===== src/rtl/dmt_unused_placeholder_removed.sv =====
`timescale 1ns/1ps
`default_nettype none
`default_nettype wire


===== src/rtl/dmt_pkg.sv =====
`default_nettype none
package dmt_pkg;
    // byte addresses on the register bus
    localparam logic [7:0] ADR_LOW_A  = 8'h80;
    localparam logic [7:0] ADR_HIGH_A = 8'h84;
    localparam logic [7:0] ADR_TCTL   = 8'h88;
    localparam logic [7:0] ADR_MODE   = 8'h8C;
    localparam logic [7:0] ADR_LOW_B  = 8'h90;
    localparam logic [7:0] ADR_HIGH_B = 8'h94;
    localparam logic [7:0] ADR_CLKCTL = 8'h98;
    localparam logic [7:0] ADR_EXTCFG = 8'h9C;
    localparam logic [7:0] ADR_IRQST  = 8'hA0;
    localparam logic [7:0] ADR_IRQMSK = 8'hA4;

    // control register bit positions
    localparam int TC_FLAG_B = 7;
    localparam int TC_RUN_B  = 6;
    localparam int TC_FLAG_A = 5;
    localparam int TC_RUN_A  = 4;
    // mode register: timer b in [7:4], timer a in [3:0]
    localparam int MD_B_LSB  = 4;
    localparam int MD_A_LSB  = 0;
    // clock control
    localparam int CK_SYS_B  = 3;
    localparam int CK_SYS_A  = 2;
    // external input config
    localparam int EX_POL_A  = 0;
    localparam int EX_POL_B  = 1;
    // interrupt status / mask
    localparam int IS_OVF_A  = 0;
    localparam int IS_OVF_B  = 1;

    localparam logic [7:0] RST_BYTE = 8'h00;
    localparam logic [1:0] RST_IRQ  = 2'h0;

    // prescaler divisors
    localparam int DIV_SCALE_12  = 12;
    localparam int DIV_SCALE_4   = 4;
    localparam int DIV_SCALE_48  = 48;
    localparam int DIV_EXT_8     = 8;

    typedef enum logic [1:0] {
        DMT_MODE_13BIT,
        DMT_MODE_16BIT,
        DMT_MODE_RELOAD,
        DMT_MODE_SPLIT
    } dmt_mode_t;

    typedef enum logic [1:0] {
        DMT_SCALE_12,
        DMT_SCALE_4,
        DMT_SCALE_48,
        DMT_SCALE_EXT8
    } dmt_scale_t;

    typedef struct packed {
        logic      gate;
        logic      src_pin;
        dmt_mode_t mode;
    } dmt_cfg_t;

    typedef struct packed {
        logic       ovf;
        logic [7:0] high;
        logic [7:0] low;
    } dmt_step_t;
endpackage
`default_nettype wire


===== src/rtl/dmt_timer.sv =====
// Added by the designer: the Wishbone interface to the registers.
`timescale 1ns/1ps
`default_nettype none
module dmt_timer (
    input  wire logic        clk_i,
    input  wire logic        rst_i,
    input  wire logic [7:0]  wb_adr_i,
    input  wire logic [31:0] wb_dat_i,
    output logic      [31:0] wb_dat_o,
    input  wire logic        wb_we_i,
    input  wire logic [3:0]  wb_sel_i,
    input  wire logic        wb_cyc_i,
    input  wire logic        wb_stb_i,
    output logic             wb_ack_o,
    input  wire logic        count_input_pin_a_i,
    input  wire logic        count_input_pin_b_i,
    input  wire logic        external_gate_input_a_i,
    input  wire logic        external_gate_input_b_i,
    input  wire logic        ext_clk_i,
    input  wire logic        vector_taken_a_i,
    input  wire logic        vector_taken_b_i,
    output logic             overflow_flag_a_o,
    output logic             overflow_flag_b_o,
    output logic             overflow_b_pulse_o,
    output logic             irq_o
);
    // one count step for the given mode
    function automatic dmt_pkg::dmt_step_t step(input dmt_pkg::dmt_mode_t md,
                                                input logic [7:0] lo,
                                                input logic [7:0] hi);
        dmt_pkg::dmt_step_t r;
        logic [12:0] c13;
        logic [15:0] c16;
        r   = '{ovf: 1'b0, high: hi, low: lo};
        c13 = {hi, lo[4:0]};
        c16 = {hi, lo};
        unique case (md)
            dmt_pkg::DMT_MODE_13BIT:
            begin
                r.ovf  = &c13;
                c13    = c13 + 13'h0001;
                r.high = c13[12:5];
                r.low  = {lo[7:5], c13[4:0]};
            end
            dmt_pkg::DMT_MODE_16BIT:
            begin
                r.ovf  = &c16;
                c16    = c16 + 16'h0001;
                r.high = c16[15:8];
                r.low  = c16[7:0];
            end
            dmt_pkg::DMT_MODE_RELOAD:
            begin
                r.ovf = &lo;
                r.low = (&lo) ? hi : lo + 8'h01;
            end
            dmt_pkg::DMT_MODE_SPLIT:
            begin
                r.ovf = &lo;
                r.low = lo + 8'h01;
            end
        endcase
        return r;
    endfunction

    logic [7:0]       low_a_r, low_a_nxt, high_a_r, high_a_nxt;
    logic [7:0]       low_b_r, low_b_nxt, high_b_r, high_b_nxt;
    logic [7:0]       tctl_r, tctl_nxt, mode_r, mode_nxt;
    logic [7:0]       clkctl_r, clkctl_nxt, extcfg_r, extcfg_nxt;
    logic [1:0]       irqst_r, irqst_nxt, irqmsk_r, irqmsk_nxt;
    logic [31:0]      rdat_r, rdat_nxt;
    logic             ack_r, ack_nxt, irq_r, irq_nxt, ovfp_r, ovfp_nxt;
    logic             pin_a_r, pin_b_r, eclk_r;
    logic [5:0]       div48_r, div48_nxt;
    logic [3:0]       div12_r, div12_nxt;
    logic [2:0]       div8_r, div8_nxt;
    logic             tick12, tick4, tick48, tick_ext, pres_tick;
    logic             fall_a, fall_b, clk_a, clk_b, run_a, run_b, run_h;
    logic             split_a, wr, rd;
    dmt_pkg::dmt_cfg_t  cfg_a, cfg_b;
    dmt_pkg::dmt_step_t st_a, st_b;
    logic [7:0]       high_split;
    logic             ovf_a, ovf_b, ovf_h;

    assign cfg_a   = dmt_pkg::dmt_cfg_t'(mode_r[dmt_pkg::MD_A_LSB +: 4]);
    assign cfg_b   = dmt_pkg::dmt_cfg_t'(mode_r[dmt_pkg::MD_B_LSB +: 4]);
    assign split_a = (cfg_a.mode == dmt_pkg::DMT_MODE_SPLIT);
    assign wr      = wb_cyc_i && wb_stb_i && !ack_r && wb_we_i && wb_sel_i[0];
    assign rd      = wb_cyc_i && wb_stb_i && !ack_r && !wb_we_i;

    // prescaler taps
    assign tick4    = (div48_r[1:0] == 2'(dmt_pkg::DIV_SCALE_4 - 1));
    assign tick48   = (div48_r == 6'(dmt_pkg::DIV_SCALE_48 - 1));
    assign tick12   = (div12_r == 4'(dmt_pkg::DIV_SCALE_12 - 1));
    assign tick_ext = ext_clk_i && !eclk_r && (div8_r == 3'(dmt_pkg::DIV_EXT_8 - 1));

    always_comb
    begin
        unique case (dmt_pkg::dmt_scale_t'(clkctl_r[1:0]))
            dmt_pkg::DMT_SCALE_12:   pres_tick = tick12;
            dmt_pkg::DMT_SCALE_4:    pres_tick = tick4;
            dmt_pkg::DMT_SCALE_48:   pres_tick = tick48;
            dmt_pkg::DMT_SCALE_EXT8: pres_tick = tick_ext;
        endcase
    end

    // falling edges on count pins
    assign fall_a = pin_a_r && !count_input_pin_a_i;
    assign fall_b = pin_b_r && !count_input_pin_b_i;

    // count enables per timer
    always_comb
    begin
        clk_a = cfg_a.src_pin ? fall_a : (clkctl_r[dmt_pkg::CK_SYS_A] || pres_tick);
        clk_b = (cfg_b.src_pin && !split_a) ? fall_b
              : (clkctl_r[dmt_pkg::CK_SYS_B] || pres_tick);
        run_a = tctl_r[dmt_pkg::TC_RUN_A] && (!cfg_a.gate
              || (external_gate_input_a_i == extcfg_r[dmt_pkg::EX_POL_A]));
        run_b = (split_a ? 1'b1 : tctl_r[dmt_pkg::TC_RUN_B])
              && (cfg_b.mode != dmt_pkg::DMT_MODE_SPLIT)
              && (!cfg_b.gate
              || (external_gate_input_b_i == extcfg_r[dmt_pkg::EX_POL_B]));
        run_h = split_a && tctl_r[dmt_pkg::TC_RUN_B];
    end

    always_comb
    begin
        st_a       = step(cfg_a.mode, low_a_r, high_a_r);
        st_b       = step(cfg_b.mode, low_b_r, high_b_r);
        high_split = high_a_r + 8'h01;
        ovf_a      = run_a && clk_a && st_a.ovf;
        ovf_b      = run_b && clk_b && st_b.ovf;
        ovf_h      = run_h && (clkctl_r[dmt_pkg::CK_SYS_A] || pres_tick)
                   && (&high_a_r);
    end

    // next state of all registers except pin_a_r, pin_b_r and eclk_r
    always_comb
    begin
        low_a_nxt  = low_a_r;
        high_a_nxt = high_a_r;
        low_b_nxt  = low_b_r;
        high_b_nxt = high_b_r;
        tctl_nxt   = tctl_r;
        mode_nxt   = mode_r;
        clkctl_nxt = clkctl_r;
        extcfg_nxt = extcfg_r;
        irqst_nxt  = irqst_r;
        irqmsk_nxt = irqmsk_r;
        rdat_nxt   = 32'h0000_0000;
        ack_nxt    = wb_cyc_i && wb_stb_i && !ack_r;
        div48_nxt  = tick48 ? 6'h00 : div48_r + 6'h01;
        div12_nxt  = tick12 ? 4'h0 : div12_r + 4'h1;
        div8_nxt   = (ext_clk_i && !eclk_r) ? div8_r + 3'h1 : div8_r;

        // counting; run bit never touches the count
        if (run_a && clk_a)
        begin
            low_a_nxt = st_a.low;
            if (!split_a)
            begin
                high_a_nxt = st_a.high;
            end
        end
        if (run_h && (clkctl_r[dmt_pkg::CK_SYS_A] || pres_tick))
        begin
            high_a_nxt = high_split;
        end
        if (run_b && clk_b)
        begin
            low_b_nxt  = st_b.low;
            high_b_nxt = st_b.high;
        end

        // register writes, byte lane 0
        if (wr)
        begin
            unique case (wb_adr_i)
                dmt_pkg::ADR_LOW_A:  low_a_nxt  = wb_dat_i[7:0];
                dmt_pkg::ADR_HIGH_A: high_a_nxt = wb_dat_i[7:0];
                dmt_pkg::ADR_LOW_B:  low_b_nxt  = wb_dat_i[7:0];
                dmt_pkg::ADR_HIGH_B: high_b_nxt = wb_dat_i[7:0];
                dmt_pkg::ADR_TCTL:   tctl_nxt   = wb_dat_i[7:0];
                dmt_pkg::ADR_MODE:   mode_nxt   = wb_dat_i[7:0];
                dmt_pkg::ADR_CLKCTL: clkctl_nxt = {4'h0, wb_dat_i[3:0]};
                dmt_pkg::ADR_EXTCFG: extcfg_nxt = {6'h00, wb_dat_i[1:0]};
                dmt_pkg::ADR_IRQMSK: irqmsk_nxt = wb_dat_i[1:0];
                default:             ;
            endcase
        end

        // vector taken clears its flag
        if (vector_taken_a_i)
        begin
            tctl_nxt[dmt_pkg::TC_FLAG_A] = 1'b0;
        end
        if (vector_taken_b_i)
        begin
            tctl_nxt[dmt_pkg::TC_FLAG_B] = 1'b0;
        end

        // reads; status clears on read
        if (rd)
        begin
            unique case (wb_adr_i)
                dmt_pkg::ADR_LOW_A:  rdat_nxt[7:0] = low_a_r;
                dmt_pkg::ADR_HIGH_A: rdat_nxt[7:0] = high_a_r;
                dmt_pkg::ADR_LOW_B:  rdat_nxt[7:0] = low_b_r;
                dmt_pkg::ADR_HIGH_B: rdat_nxt[7:0] = high_b_r;
                dmt_pkg::ADR_TCTL:   rdat_nxt[7:0] = tctl_r;
                dmt_pkg::ADR_MODE:   rdat_nxt[7:0] = mode_r;
                dmt_pkg::ADR_CLKCTL: rdat_nxt[7:0] = clkctl_r;
                dmt_pkg::ADR_EXTCFG: rdat_nxt[7:0] = extcfg_r;
                dmt_pkg::ADR_IRQST:
                begin
                    rdat_nxt[1:0] = irqst_r;
                    irqst_nxt     = 2'h0;
                end
                dmt_pkg::ADR_IRQMSK: rdat_nxt[1:0] = irqmsk_r;
                default:             ;
            endcase
        end

        // hardware set wins over any clear
        if (ovf_a)
        begin
            tctl_nxt[dmt_pkg::TC_FLAG_A] = 1'b1;
            irqst_nxt[dmt_pkg::IS_OVF_A] = 1'b1;
        end
        if (ovf_h || (ovf_b && !split_a))
        begin
            tctl_nxt[dmt_pkg::TC_FLAG_B] = 1'b1;
            irqst_nxt[dmt_pkg::IS_OVF_B] = 1'b1;
        end
        ovfp_nxt = ovf_b;
        irq_nxt  = |(irqst_nxt & irqmsk_nxt);
    end

    always_ff @(posedge clk_i)
    begin
        if (rst_i)
        begin
            low_a_r  <= dmt_pkg::RST_BYTE;
            high_a_r <= dmt_pkg::RST_BYTE;
            low_b_r  <= dmt_pkg::RST_BYTE;
            high_b_r <= dmt_pkg::RST_BYTE;
            tctl_r   <= dmt_pkg::RST_BYTE;
            mode_r   <= dmt_pkg::RST_BYTE;
            clkctl_r <= dmt_pkg::RST_BYTE;
            extcfg_r <= dmt_pkg::RST_BYTE;
            irqst_r  <= dmt_pkg::RST_IRQ;
            irqmsk_r <= dmt_pkg::RST_IRQ;
            rdat_r   <= 32'h0000_0000;
            ack_r    <= 1'b0;
            irq_r    <= 1'b0;
            ovfp_r   <= 1'b0;
            pin_a_r  <= 1'b1;
            pin_b_r  <= 1'b1;
            eclk_r   <= 1'b1;
            div48_r  <= 6'h00;
            div12_r  <= 4'h0;
            div8_r   <= 3'h0;
        end
        else
        begin
            low_a_r  <= low_a_nxt;
            high_a_r <= high_a_nxt;
            low_b_r  <= low_b_nxt;
            high_b_r <= high_b_nxt;
            tctl_r   <= tctl_nxt;
            mode_r   <= mode_nxt;
            clkctl_r <= clkctl_nxt;
            extcfg_r <= extcfg_nxt;
            irqst_r  <= irqst_nxt;
            irqmsk_r <= irqmsk_nxt;
            rdat_r   <= rdat_nxt;
            ack_r    <= ack_nxt;
            irq_r    <= irq_nxt;
            ovfp_r   <= ovfp_nxt;
            pin_a_r  <= count_input_pin_a_i;
            pin_b_r  <= count_input_pin_b_i;
            eclk_r   <= ext_clk_i;
            div48_r  <= div48_nxt;
            div12_r  <= div12_nxt;
            div8_r   <= div8_nxt;
        end
    end

    assign wb_dat_o           = rdat_r;
    assign wb_ack_o           = ack_r;
    assign overflow_flag_a_o  = tctl_r[dmt_pkg::TC_FLAG_A];
    assign overflow_flag_b_o  = tctl_r[dmt_pkg::TC_FLAG_B];
    assign overflow_b_pulse_o = ovfp_r;
    assign irq_o              = irq_r;
endmodule
`default_nettype wire


===== config.mk =====
export PLATFORM = sky130hd
export DESIGN_NAME = dmt_timer
export DESIGN_NICKNAME = d
export VERILOG_FILES = /design/src/rtl/dmt_unused_placeholder_removed.sv /design/src/rtl/dmt_pkg.sv /design/src/rtl/dmt_timer.sv
export SDC_FILE = /design/constraint.sdc
export NUM_CORES = 1
export LEC_CHECK = 0
export BUFFER_PORTS_ARGS = -buffer_cell sky130_fd_sc_hd__buf_4
export CAP_MARGIN = 20
export CELL_PAD_IN_SITES_DETAIL_PLACEMENT = 1
export CELL_PAD_IN_SITES_GLOBAL_PLACEMENT = 1
export CORE_ASPECT_RATIO = 2
export CORE_MARGIN = 2
export CORE_UTILIZATION = 42
export DETAILED_ROUTE_END_ITERATION = 10
export PLACE_DENSITY_LB_ADDON = 0.1
export SYNTH_ARGS = -nofsm -noshare
export SYNTH_HDL_FRONTEND = slang
export SYNTH_SLANG_ARGS = --single-unit

===== constraint.sdc =====
create_clock -name clk_i -period 3.2 [get_ports clk_i]
set_input_delay 0.8 -clock clk_i [delete_from_list [all_inputs] [get_ports clk_i]]
set_output_delay 0.8 -clock clk_i [all_outputs]
set_load 0.01 [all_outputs]

Word-level counts from Yosys, hierarchy flattened
Index checks and enable logic that the tools add are counted.

Logic and storage cells: 161. Output and inout port bits: 37. Register bits: 109. Bits of input ports: 56.

Add/subtract/negate cells: 10. Reductions and logical operators: 60. Muxes and demuxes: 40. Bitwise operators: 2. Equal/unequal tests: 26.

Operators with widths (number): $mux W8 (18); $eq A8 B8 Y1 const B (10); $pmux W8 S4 (2); $pmux W6 S7 (1); $add A16 B1 Y16 const B (2); $pmux W8 S2 (2); $reduce_and A16 Y1 (2); $add A13 B1 Y13 const B (2); $reduce_and A13 Y1 (2); $add A8 B1 Y8 const B (3); $reduce_and A8 Y1 (3); $logic_and A1 B1 Y1 (21); $pmux W2 S10 (1); $eq A2 B2 Y1 const B (7); $reduce_and A2 Y1 (6); $reduce_bool A3 Y1 (4); $reduce_or A2 Y1 (6); $mux W1 (9); $logic_not A1 Y1 (8); $mux W2 (4); $add A6 B1 Y6 const B (1); $eq A2 B1 Y1 const B (3); $eq A6 B6 Y1 const B (1); $logic_not A2 Y1 (3); other kinds (11) (17).

Logic depth before layout (Yosys ltp)
Gate-level depths: netlist of run 1.

Word-level depth: 13. Depth in mapped cells: 9. Gate-level depth less buffers: 8.

Worst setup path before layout of run 1
No wires, ideal clock.

Path type: input-to-reg. From: input port wb_adr_i[4]. To: register mode_r[7]. Buffers on the path: 3. Arrival time: 2414 ps. Stages: 8. Slack: 658 ps. Data required time: 3071 ps. Setup time: 129 ps. Cells stage by stage: buf_6 > or4b_4 > buf_6 > nor4_4 > and2_1 > buf_4 > mux2i_1 > nor2_1.

Longest elaborated chain between the ends: 2.

Ends and longest elaborated chain: from (decl) (line dmt_timer.sv:7) `input wire logic [7:0] wb_adr_i,`; $eq A8 B8 Y1 (line dmt_timer.sv:178) `unique case (wb_adr_i)`; $reduce_and A2 Y1 (no source line); to (signal assigned) (line dmt_timer.sv:248) `mode_r <= dmt_pkg::RST_BYTE;`; to (signal assigned) (line dmt_timer.sv:271) `mode_r <= mode_nxt;`; to (decl) (line dmt_timer.sv:68) `logic [7:0] tctl_r, tctl_nxt, mode_r, mode_nxt;`.

No other way between the ends. A chain may end at the register's enable or synchronous reset.

Worst setup path after layout of run 1
From: register low_a_r[1]. To: register high_a_r[4].

Longest elaborated chain between the ends: 7. Elaborated cells on any way between the ends: 8. Classes of those cells: 2 x add/sub; 6 x mux.

Ends and longest elaborated chain: from (decl) (line dmt_timer.sv:66) `logic [7:0] low_a_r, low_a_nxt, high_a_r, high_a_nxt;`; from (signal assigned) (line dmt_timer.sv:243) `low_a_r <= dmt_pkg::RST_BYTE;`; from (signal assigned) (line dmt_timer.sv:266) `low_a_r <= low_a_nxt;`; $add A16 B1 Y16 / $add A13 B1 Y13 (equally long branches) (line dmt_timer.sv:48, dmt_timer.sv:41); $pmux W8 S2 * (line dmt_timer.sv:37) `unique case (md)`; $mux W8 * (line dmt_timer.sv:160) `if (!split_a)`; $mux W8 * (line dmt_timer.sv:157) `if (run_a && clk_a)`; $mux W8 * (line dmt_timer.sv:165) `if (run_h && (clkctl_r[dmt_pkg::CK_SYS_A] || pres_tick))`; $mux W8 (line dmt_timer.sv:178); $mux W8 * (line dmt_timer.sv:176) `if (wr)`; to (signal assigned) (line dmt_timer.sv:244) `high_a_r <= dmt_pkg::RST_BYTE;`; to (signal assigned) (line dmt_timer.sv:267) `high_a_r <= high_a_nxt;`; to (decl) (line dmt_timer.sv:66).

Mark *: on every way between the ends. The rest lies on a longest branch, timed or not.

==> impl_metrics.json, run 1 <==
{
  "outcome": "completed",
  "cts.sinks": 85,
  "chipHeight_um": 160,
  "cp_slowest_stage_delay_ns": 0.48,
  "met3_usage_pct": 3.22,
  "drc_errors": 0,
  "path_clk_slew_ns": 0.07,
  "fin_worst_skew_ns": 0.00648,
  "drt_pass1_iterations": 7,
  "synth_area_um2": 5100,
  "htree_num_levels": 3,
  "peakVddDrop_mv": 0.346,
  "vias": 4875,
  "crit_arrival_ns": 2.89,
  "synth_top_area_share_pct": 33.4,
  "clk_path_buf_depth": 2,
  "synthFlopType": "dfxtp_1",
  "die_w_um": 81.9,
  "crit_fanout": 8,
  "synth_area_leader_cell": "dfxtp_1",
  "worstMarginPinSlew_ns": 0.744,
  "holdCritStartpoint": "div48_r[0]$_SDFF_PP0_",
  "power_mw": 2.32,
  "avgRoutedWirePerCell_um": 21.5,
  "fp-row-count": 57,
  "r2r-start": "low_a_r[1]$_SDFF_PP0_",
  "yosys_warnings": 0,
  "cts_tree": "built",
  "drive_above_1_share_pct": 13.6,
  "min_period_over_period_pct": 82.7,
  "initial_utilization_pct": 42.6,
  "instances_no_fill": 811,
  "post_cts_resize_count": 0,
  "cpMostUsedCell": "or3_1",
  "die_area_um2": 13100,
  "power_density_nw_per_um2": 402,
  "fin_crit_ns": 2.65,
  "io_buffers": 41,
  "grt_max_degree": 45,
  "grtUsageTotal_pct": 27.4,
  "diodes": 0,
  "slew_viol_final": 0,
  "timing.fmax_mhz": 378,
  "power_leakage_nw": 2.22,
  "worst_r2r_path_depth": 7,
  "final-setup-viol-count": 0,
  "netlist_top_cells_count": "dfxtp_1 (85), nor2_1 (82), nand2_1 (51)",
  "crit_slowest_cell": "dfxtp_1",
  "ys_ff_latch": 85,
  "numCtsBuffers": 9,
  "grt_pass1_wl_mm": 26.8,
  "reg2reg_to": "high_a_r[4]$_SDFF_PP0_",
  "met1_usage_pct": 36.9,
  "synth.area.top_cells": "dfxtp_1 (33%), mux2i_1 (7.9%), nor2_1 (6.0%), buf_4 (4.0%), nand2_1 (3.8%)",
  "synthDistinctLibCells": 68,
  "synthCells": 625,
  "grt_antenna_before_repair": 0,
  "drtIter0Drc": 294,
  "grt_busiest_layer": "met2",
  "clock_latency_ns": 0.34,
  "worstPathRequired_ns": 3.44,
  "whs_path_depth": 1,
  "hold_viol_final": 0,
  "syn_to_final_growth_pct": 13.1,
  "synth-seq-area-share_pct": 33.4,
  "async_flop_share_pct": 0,
  "gp_congestion": 0.871,
  "hold_class": "register to register",
  "gr-usage-met2_pct": 42.9,
  "post_cts_buffers": 0,
  "grt_pass1_vias": 4706,
  "drv_cap": 0,
  "relSlewSlack_pct": 50.0,
  "min_to": "div48_r[0]$_SDFF_PP0_",
  "grt_overflow": 0,
  "end_kind": "register",
  "rrSetupSlack_ns": 0.55,
  "dp_cells": 795,
  "wl_mm": 17.4,
  "yosysMostFrequentCell": "dfxtp_1",
  "synth-edff-count": 0,
  "final_nets": 722,
  "core-area_um2": 12000,
  "tns_ns": 0,
  "ios": 93,
  "cp-start-kind": "register",
  "hpwl_mm": 12.7,
  "via_per_inst": 6.01,
  "cts_hold_buf": 0,
  "final_antenna_net_count": 0,
  "rsz0062_at_grt": "no",
  "path_class": "register to register",
  "clockRootBuffer": "clkbuf_16",
  "syn_avg_cell_area_um2": 8.16,
  "path_cells": "ha_1 -> nand4_2 -> or3_1 -> a21oi_1 -> a31oi_1 -> or3_1 -> a311oi_1"
}
[placed cells by master, fill, tap and decap left out, types with 6 or more instances in the layout]
cell,count
a211oi_1,15
a21oi_1,32
a222oi_1,9
a311oi_1,6
a31oi_1,8
and2_1,12
and3_1,24
buf_4,56
clkbuf_16,9
conb_1,24
dfxtp_1,85
ha_1,7
inv_1,14
mux2i_1,40
nand2_1,51
nand3_1,21
nand4_1,12
nor2_1,82
nor3_1,12
o21ai_0,22
or3_1,7
xnor2_1,7
xor2_1,13
[critical path, delay by kind of cell, from the launching register on]
kind	cells	cell delay, ns
adder cells (fa/ha/maj)	1	0.33
flip-flops	1	0.48
AO/OA/AOI/OAI	3	0.68
AND/OR/NAND/NOR	3	1.06
[power by group]
| part | internal [mW] | leakage, nW | switching [mW] |
|---|---|---|---|
| combinational | 0.0480 | 1.39 | 0.0910 |
| clock | 0.618 | 0.142 | 0.484 |
| sequential | 1.07 | 0.687 | 0.00640 |
[logic make-up after synthesis]
| group | Yosys count | synth area share, % |
|---|---|---|
| xor+xnor | 20 | 3.44 |
| other cells | 1 | 0.0735 |
| mux | 42 | 8.29 |
| fa+ha+maj | 7 | 1.72 |
| simple gates | 260 | 26.3 |
| flops | 85 | 33.4 |
| compound gates | 140 | 19.3 |
| buf+inv | 70 | 7.58 |
[worst max path at each step]
stage                                      from                endpoint  slack, ns  cells after the start
after detailed placement            wb_adr_i[4]  high_a_r[3]$_SDFF_PP0_       0.42                      7
after CTS                 low_a_r[1]$_SDFF_PP0_  high_a_r[4]$_SDFF_PP0_       0.58                      7
after floorplan                     wb_adr_i[4]  mode_r[7]$_SDFFE_PP0P_       0.66                      8
after global placement              wb_adr_i[5]  high_b_r[7]$_SDFF_PP0_       0.49                      7
final                     low_a_r[1]$_SDFF_PP0_  high_a_r[4]$_SDFF_PP0_       0.55                      7
after global routing      low_a_r[1]$_SDFF_PP0_  high_a_r[4]$_SDFF_PP0_       0.39                      7
[registers in the layout, indices dropped and copies added, names as in the netlist]
signal / flops
wb_ack_o: 1
mode_r: 8
wb_dat_o: 8
high_b_r: 8
div12_r: 4
tctl_r: 8
low_b_r: 8
clkctl_r: 4
div48_r: 6
eclk_r: 1
low_a_r: 8
irqmsk_r: 2
extcfg_r: 2
pin_a_r: 1
overflow_b_pulse_o: 1
irq_o: 1
high_a_r: 8
pin_b_r: 1
div8_r: 3
irqst_r: 2
[metal layers]
layer / wire length (um) / vias up / part of all wire, %
li1: - / 2322 / -
met1: 7560 / 2379 / 43
met2: 8550 / 137 / 49
met3: 624 / 37 / 3.6
met4: 673 / 0 / 3.9
met5: 0 / - / 0
[layout make-up]
cell class,instances,area (um2)
Fill cell,1483,6220
Multi-Input combinational cell,493,3100
Sequential cell,85,1700
Timing Repair Buffer,56,420
Clock buffer,9,225
Tap cell,147,184
Clock inverter,7,83.8
Inverter,14,52.6
[through the flow]
| step | instance area [um2] | hold WS, ns | setup slack [ns] | util [%] |
|---|---|---|---|---|
| after detailed placement | 5460 | 0.446 | 0.424 | 45.5 |
| after global routing | 5760 | 0.479 | 0.387 | 48.1 |
| after global placement | 5460 | 0.433 | 0.489 | 45.5 |
| final | 5760 | 0.447 | 0.553 | 48.1 |
| after CTS | 5760 | 0.457 | 0.576 | 48.1 |
| after floorplan | 5180 | 0.413 | 0.658 | - |
Power figures use the tool's default switching activity.
==> inputs of run 2 (changes only) <==
--- a/config.mk
+++ b/config.mk
@@ -5,13 +5,14 @@
 export SDC_FILE = /design/constraint.sdc
 export NUM_CORES = 1
 export LEC_CHECK = 0
+export ABC_AREA = 1
 export BUFFER_PORTS_ARGS = -buffer_cell sky130_fd_sc_hd__buf_4
 export CAP_MARGIN = 20
 export CELL_PAD_IN_SITES_DETAIL_PLACEMENT = 1
 export CELL_PAD_IN_SITES_GLOBAL_PLACEMENT = 1
 export CORE_ASPECT_RATIO = 2
 export CORE_MARGIN = 2
-export CORE_UTILIZATION = 42
+export CORE_UTILIZATION = 36
 export DETAILED_ROUTE_END_ITERATION = 10
 export PLACE_DENSITY_LB_ADDON = 0.1
 export SYNTH_ARGS = -nofsm -noshare
==> constraint.sdc (replaced) <==
create_clock -name clk_i -period 2.13 [get_ports clk_i]
set_input_delay 0.5325 -clock clk_i [delete_from_list [all_inputs] [get_ports clk_i]]
set_output_delay 0.5325 -clock clk_i [all_outputs]
set_load 0.01 [all_outputs]
==> run 2 against run 1 <==
Critical path depth up 7; non-clock buffer count up 67; combinational power up 48%; synthesized cell count up 50%; via count up 36%; routed wire length up 35%; first-iteration DRC count down 24%; sequential power up 50%.
==> impl_metrics.json, run 2 <==
{
  "hold_viol_final": 0,
  "cp-start-kind": "register",
  "final-setup-viol-count": 0,
  "synthAdderAreaFrac_pct": 1.50,
  "cts_hold_buf": 0,
  "grt_max_degree": 60,
  "min_period_over_period_pct": 92.4,
  "fin_worst_skew_ns": 0.00975,
  "swShare_pct": 27.1,
  "final_nets": 1113,
  "tns_ns": 0,
  "dp_cells": 1239,
  "drive_above_1_share_pct": 18.0,
  "synth.area.top_cells": "dfxtp_1 (29%), nand2_1 (14%), nand3_1 (7.2%), inv_1 (6.9%), o21ai_0 (6.9%)",
  "die_w_um": 94.1,
  "multi_input_area_um2": 3520,
  "path_class": "register to register",
  "rrSetupSlack_ns": 0.16,
  "hold_class": "primary input to register",
  "clkPwrFrac_pct": 47.1,
  "slew_viol_final": 0,
  "hpwl_mm": 19.1,
  "end_kind": "register",
  "crit_slowest_cell": "dfxtp_1",
  "netlist_top_cells_count": "nand2_1 (225), inv_1 (107), nor2_1 (103)",
  "die_area_um2": 17300,
  "clockRootBuffer": "clkbuf_16",
  "core-area_um2": 15900,
  "regArea_um2": 1700,
  "path_buf_inv": 2,
  "power_leakage_nw": 3.18,
  "cpMostUsedCell": "nand2_1",
  "crit_arrival_ns": 2.27,
  "synthCells": 937,
  "synthSimpleGateAreaFrac_pct": 35.1,
  "clock_latency_ns": 0.36,
  "worstPathRequired_ns": 2.44,
  "cp_slowest_stage_delay_ns": 0.37,
  "grt_pass1_wl_mm": 37.1,
  "cts.sinks": 85,
  "synth_top_family_by_area": "simple AND/OR/NAND/NOR gates",
  "numCtsBuffers": 9,
  "synth-seq-area-share_pct": 29.1,
  "path_clk_slew_ns": 0.08,
  "grt_overflow": 0,
  "fin_crit_ns": 1.97,
  "seqPwrFrac_pct": 46.9,
  "ys_ff_latch": 85,
  "cp_top_family": "simple AND/OR/NAND/NOR gates",
  "syn_avg_cell_area_um2": 6.23,
  "vias": 6636,
  "avgRoutedWirePerCell_um": 18.7,
  "synth-xor-area-share_pct": 1.95,
  "drc_errors": 0,
  "path_cells": "ha_1 -> nand2_1 -> nor2_2 -> buf_4 -> nand2_2 -> nor2_4 -> nand2_1 -> a21boi_0 -> o21ai_0 -> nand2_1 -> nand2_1 -> nand3_1 -> nand2_1 -> inv_1",
  "comb_power_share_pct": 6.0,
  "cts_tree": "built",
  "yosysMostFrequentCell": "nand2_1",
  "peakVddDrop_mv": 0.423,
  "grt_antenna_before_repair": 0,
  "synthDistinctLibCells": 44,
  "ios": 93,
  "synth_mux_area_share_pct": 0,
  "wl_mm": 23.5,
  "synth_area_leader_cell": "dfxtp_1",
  "clk_path_buf_depth": 2,
  "yosys_warnings": 0,
  "chipHeight_um": 184,
  "timing.fmax_mhz": 508,
  "most-common-layout-cells": "nand2_1 (225), buf_4 (119), inv_1 (107)",
  "p_int_mw": 2.51,
  "synth-edff-count": 0,
  "fill_cells": 2231,
  "drt_pass1_iterations": 4,
  "synth_compound_area_share_pct": 19.9,
  "rsz0062_at_grt": "yes",
  "netSwitchingPower_mw": 0.930,
  "syn_to_final_growth_pct": 22.8,
  "via_per_inst": 5.28,
  "final_common_cell": "nand2_1",
  "power_mw": 3.44,
  "grt_pass1_vias": 6974,
  "initial_utilization_pct": 36.8,
  "htree_num_levels": 3,
  "final_core_util_pct": 45.2,
  "io_buffers": 41,
  "crit_fanout": 6,
  "synth_area_um2": 5840,
  "diodes": 0,
  "drtIter0Drc": 224,
  "grtUsageTotal_pct": 28.5,
  "instances_no_fill": 1256,
  "outcome": "completed",
  "final_antenna_net_count": 0,
  "synth_top_area_share_pct": 29.1,
  "synthFlopType": "dfxtp_1",
  "drv_cap": 0,
  "power_density_nw_per_um2": 479,
  "async_flop_share_pct": 0,
  "fp-row-count": 65,
  "gp_congestion": 0.933
}
==> run 2: cell families after synthesis <==
logic type               count (synthesis)
AO/OA/AOI/OAI                          207
XOR/XNOR                                13
adder cells (fa/ha/maj)                  7
buffers and inverters                  158
flip-flops                              85
other                                    1
AND/OR/NAND/NOR                        466
==> run 2: cell type report <==
cell class                 count  area share, %
sequential                    85           23.7
multi-input combinational    717           49.1
inverter                     114           5.96
clock inverter                 7           1.03
clock buffer                   9           3.14
timing repair buffer         123           13.6
tap                          201           3.51
==> run 2: worst register-to-register path: stages (launching register included) <==
cell and delay (ns):
dfxtp_1 0.37, ha_1 0.25, nand2_1 0.09, nor2_2 0.11, buf_4 0.12, nand2_2 0.12
nor2_4 0.16, nand2_1 0.16, a21boi_0 0.19, o21ai_0 0.10, nand2_1 0.06, nand2_1 0.04
nand3_1 0.07, nand2_1 0.05, inv_1 0.04
==> run 2: routing by layer <==
layer	part of all wire, %	global-route usage [%]	routed length (um)
met1	34	27.2	8040
met2	55	54.8	13000
met3	3.0	3.72	701
met4	7.6	18.9	1800
met5	0	0	0
==> run 2: power groups by stage <==
stage	sequential (mW)	clock [mW]	combinational [mW]
after global placement	1.65	0	0.202
after floorplan	1.65	0	0.131
after CTS	1.61	1.67	0.207
after detailed placement	1.65	0	0.206
after global routing	1.61	1.73	0.229
final	1.61	1.62	0.206
==> run 2: worst paths after layout <==
| check | cells after the start | end | start |
|---|---|---|---|
| min | 3 | eclk_r$_SDFF_PP1_ | ext_clk_i |
| max | 14 | high_b_r[4]$_SDFF_PP0_ | low_b_r[1]$_SDFF_PP0_ |
| min reg2reg | 1 | div48_r[0]$_SDFF_PP0_ | div48_r[0]$_SDFF_PP0_ |
| max reg2reg | 14 | high_b_r[4]$_SDFF_PP0_ | low_b_r[1]$_SDFF_PP0_ |
==> run 2: through the flow <==
| step | hold slack, ns | area (um2) | setup slack (ns) |
|---|---|---|---|
| after floorplan | 0.418 | 5930 | 0.363 |
| after global placement | 0.430 | 6850 | -0.0519 |
| after detailed placement | 0.443 | 6850 | -0.0692 |
| after CTS | 0.339 | 7150 | 0.0910 |
| after global routing | 0.370 | 7170 | -0.00293 |
| final | 0.352 | 7170 | 0.162 |
==> run 2: what timing repair did <==
action | in CTS | in global routing
setup endpoints to repair | 0 | 6
setup buffers | 0 | 1
resized for setup | 0 | 4
==> inputs of run 3 (changes only) <==
--- a/config.mk
+++ b/config.mk
@@ -6,7 +6,7 @@
 export NUM_CORES = 1
 export LEC_CHECK = 0
 export ABC_AREA = 1
-export BUFFER_PORTS_ARGS = -buffer_cell sky130_fd_sc_hd__buf_4
+export BUFFER_PORTS_ARGS = -buffer_cell sky130_fd_sc_hd__clkbuf_2
 export CAP_MARGIN = 20
 export CELL_PAD_IN_SITES_DETAIL_PLACEMENT = 1
 export CELL_PAD_IN_SITES_GLOBAL_PLACEMENT = 1
==> run 3 against run 2 <==
Maximum frequency rose by 2.0%; via count barely moved; clock skew fell by 0.00075 ns; sequential share of layout area rose by 0.72 points; sequential power barely moved; worst setup slack improved by 0.038 ns; count of clock-buffer cells in the layout rose by 2; combinational power fell by 7%; total power rose by 1.2%; clock power rose by 3%; global-route usage fell by 0.23 points; largest power group unchanged; highest routed layer unchanged.
==> impl_metrics.json, run 3 (synthesis gave the netlist of run 2 again) <==
{
  "drive_above_1_share_pct": 16.6,
  "dp_cells": 1224,
  "clockRootBuffer": "clkbuf_16",
  "wl_mm": 23.8,
  "chipHeight_um": 184,
  "final_antenna_net_count": 0,
  "peakVddDrop_mv": 0.402,
  "placed_cell_area_um2": 6640,
  "final-setup-viol-count": 0,
  "fin_area_um2": 6960,
  "hpwl_mm": 18.8,
  "path_clk_slew_ns": 0.07,
  "end_kind": "register",
  "seqPwrFrac_pct": 46.4,
  "crit_fanout": 4,
  "hold_class": "primary input to register",
  "vias": 6638,
  "clk_path_buf_depth": 2,
  "cp-start-kind": "register",
  "timing.fmax_mhz": 518,
  "swShare_pct": 25.0,
  "path_class": "register to register",
  "instances_no_fill": 1239,
  "clkPwrFrac_pct": 48.1,
  "met3_length_um": 604,
  "power_mw": 3.48,
  "worstPathRequired_ns": 2.42,
  "rsz0062_at_grt": "no",
  "grt_pass1_wl_mm": 36.8,
  "numCtsBuffers": 9,
  "final_core_util_pct": 43.9,
  "gp_congestion": 0.923,
  "grt_pass1_vias": 6829,
  "p_int_mw": 2.61,
  "final_common_cell": "nand2_1",
  "ios": 93,
  "slew_viol_final": 0,
  "route.met2.wl_mm": 13.3,
  "die_w_um": 94.1,
  "cts.sinks": 85,
  "cts_tree": "built",
  "drt-met1-wl_mm": 8.26,
  "power_density_nw_per_um2": 499,
  "power_leakage_nw": 3.08,
  "grt_max_degree": 60,
  "fin_crit_ns": 1.93,
  "cts_hold_buf": 0,
  "netSwitchingPower_mw": 0.869,
  "io_buffers": 41,
  "clock_latency_ns": 0.36,
  "min_period_over_period_pct": 90.6,
  "core-area_um2": 15900,
  "grt_antenna_before_repair": 0,
  "drtIter0Drc": 236,
  "drt_pass1_iterations": 6,
  "final_nets": 1097,
  "syn_to_final_growth_pct": 19.2,
  "crit_arrival_ns": 2.22,
  "fin_worst_skew_ns": 0.00901,
  "hold_viol_final": 0,
  "htree_num_levels": 3,
  "grtUsageTotal_pct": 28.3,
  "diodes": 0,
  "avgRoutedWirePerCell_um": 19.2,
  "fp-row-count": 65,
  "grt_overflow": 0,
  "via_per_inst": 5.36,
  "most-common-layout-cells": "nand2_1 (225), inv_1 (107), nor2_1 (103)",
  "drv_cap": 0,
  "initial_utilization_pct": 36.8,
  "drc_errors": 0,
  "routed.top_layer": "met4",
  "comb_power_share_pct": 5.5,
  "die_area_um2": 17300,
  "outcome": "completed"
}
run 3: final cells by class:
class	instances	area [um2]
fillers	2209	8900
multi-input cells	717	3530
flip-flops and latches	85	1700
repair buffers	107	751
inverters	114	430
well taps	201	251
clock buffers	11	243
clock inverters	4	56.3
run 3: layer usage:
layer	up-vias	track usage, %
met5	-	0
met4	0	18.9
met3	76	3.27
met2	138	54.3
met1	3202	27.1
li1	3222	-
run 3: power groups by stage:
| stage | Combinational (mW) | Sequential [mW] | Clock (mW) |
|---|---|---|---|
| after floorplan | 0.131 | 1.65 | 0 |
| after global placement | 0.188 | 1.65 | 0 |
| after detailed placement | 0.192 | 1.65 | 0 |
| after CTS | 0.193 | 1.61 | 1.70 |
| after global routing | 0.214 | 1.61 | 1.77 |
| final | 0.192 | 1.61 | 1.67 |
run 3: worst max-delay path: stages (launching register included):
cell	delay, ns
dfxtp_1	0.39
ha_1	0.34
nand2_1	0.15
nor2_1	0.28
nand3_1	0.14
xor2_1	0.16
nor2_1	0.10
nor2_1	0.06
nand2_1	0.06
nand3_1	0.07
a21oi_1	0.12
run 3: per-stage QoR:
| stage | worst slack [ns] | setup TNS [ns] | hold slack [ns] |
|---|---|---|---|
| floorplan | 0.363 | 0 | 0.418 |
| global placement | 0.0141 | 0 | 0.430 |
| detailed placement | -0.0612 | -0.101 | 0.441 |
| CTS | 0.0832 | 0 | 0.353 |
| global route | 0.00450 | 0 | 0.375 |
| finish | 0.200 | 0 | 0.359 |
run 3: path summary, 6_finish.rpt:
check | cells after the start | slack (ns) | endpoint | from
worst max-delay path | 10 | 0.20 | high_a_r[4]$_SDFF_PP0_ | high_a_r[0]$_SDFF_PP0_
worst min-delay path | 3 | 0.36 | pin_a_r$_SDFF_PP1_ | count_input_pin_a_i
worst max register to register | 10 | 0.20 | high_a_r[4]$_SDFF_PP0_ | high_a_r[0]$_SDFF_PP0_
worst min register to register | 1 | 0.45 | div48_r[0]$_SDFF_PP0_ | div48_r[0]$_SDFF_PP0_
run 3: what timing repair did:
action / in CTS / in global routing
setup buffers: 0 / 0
setup endpoints to repair: 0 / 3
gates resized for setup: 0 / 5
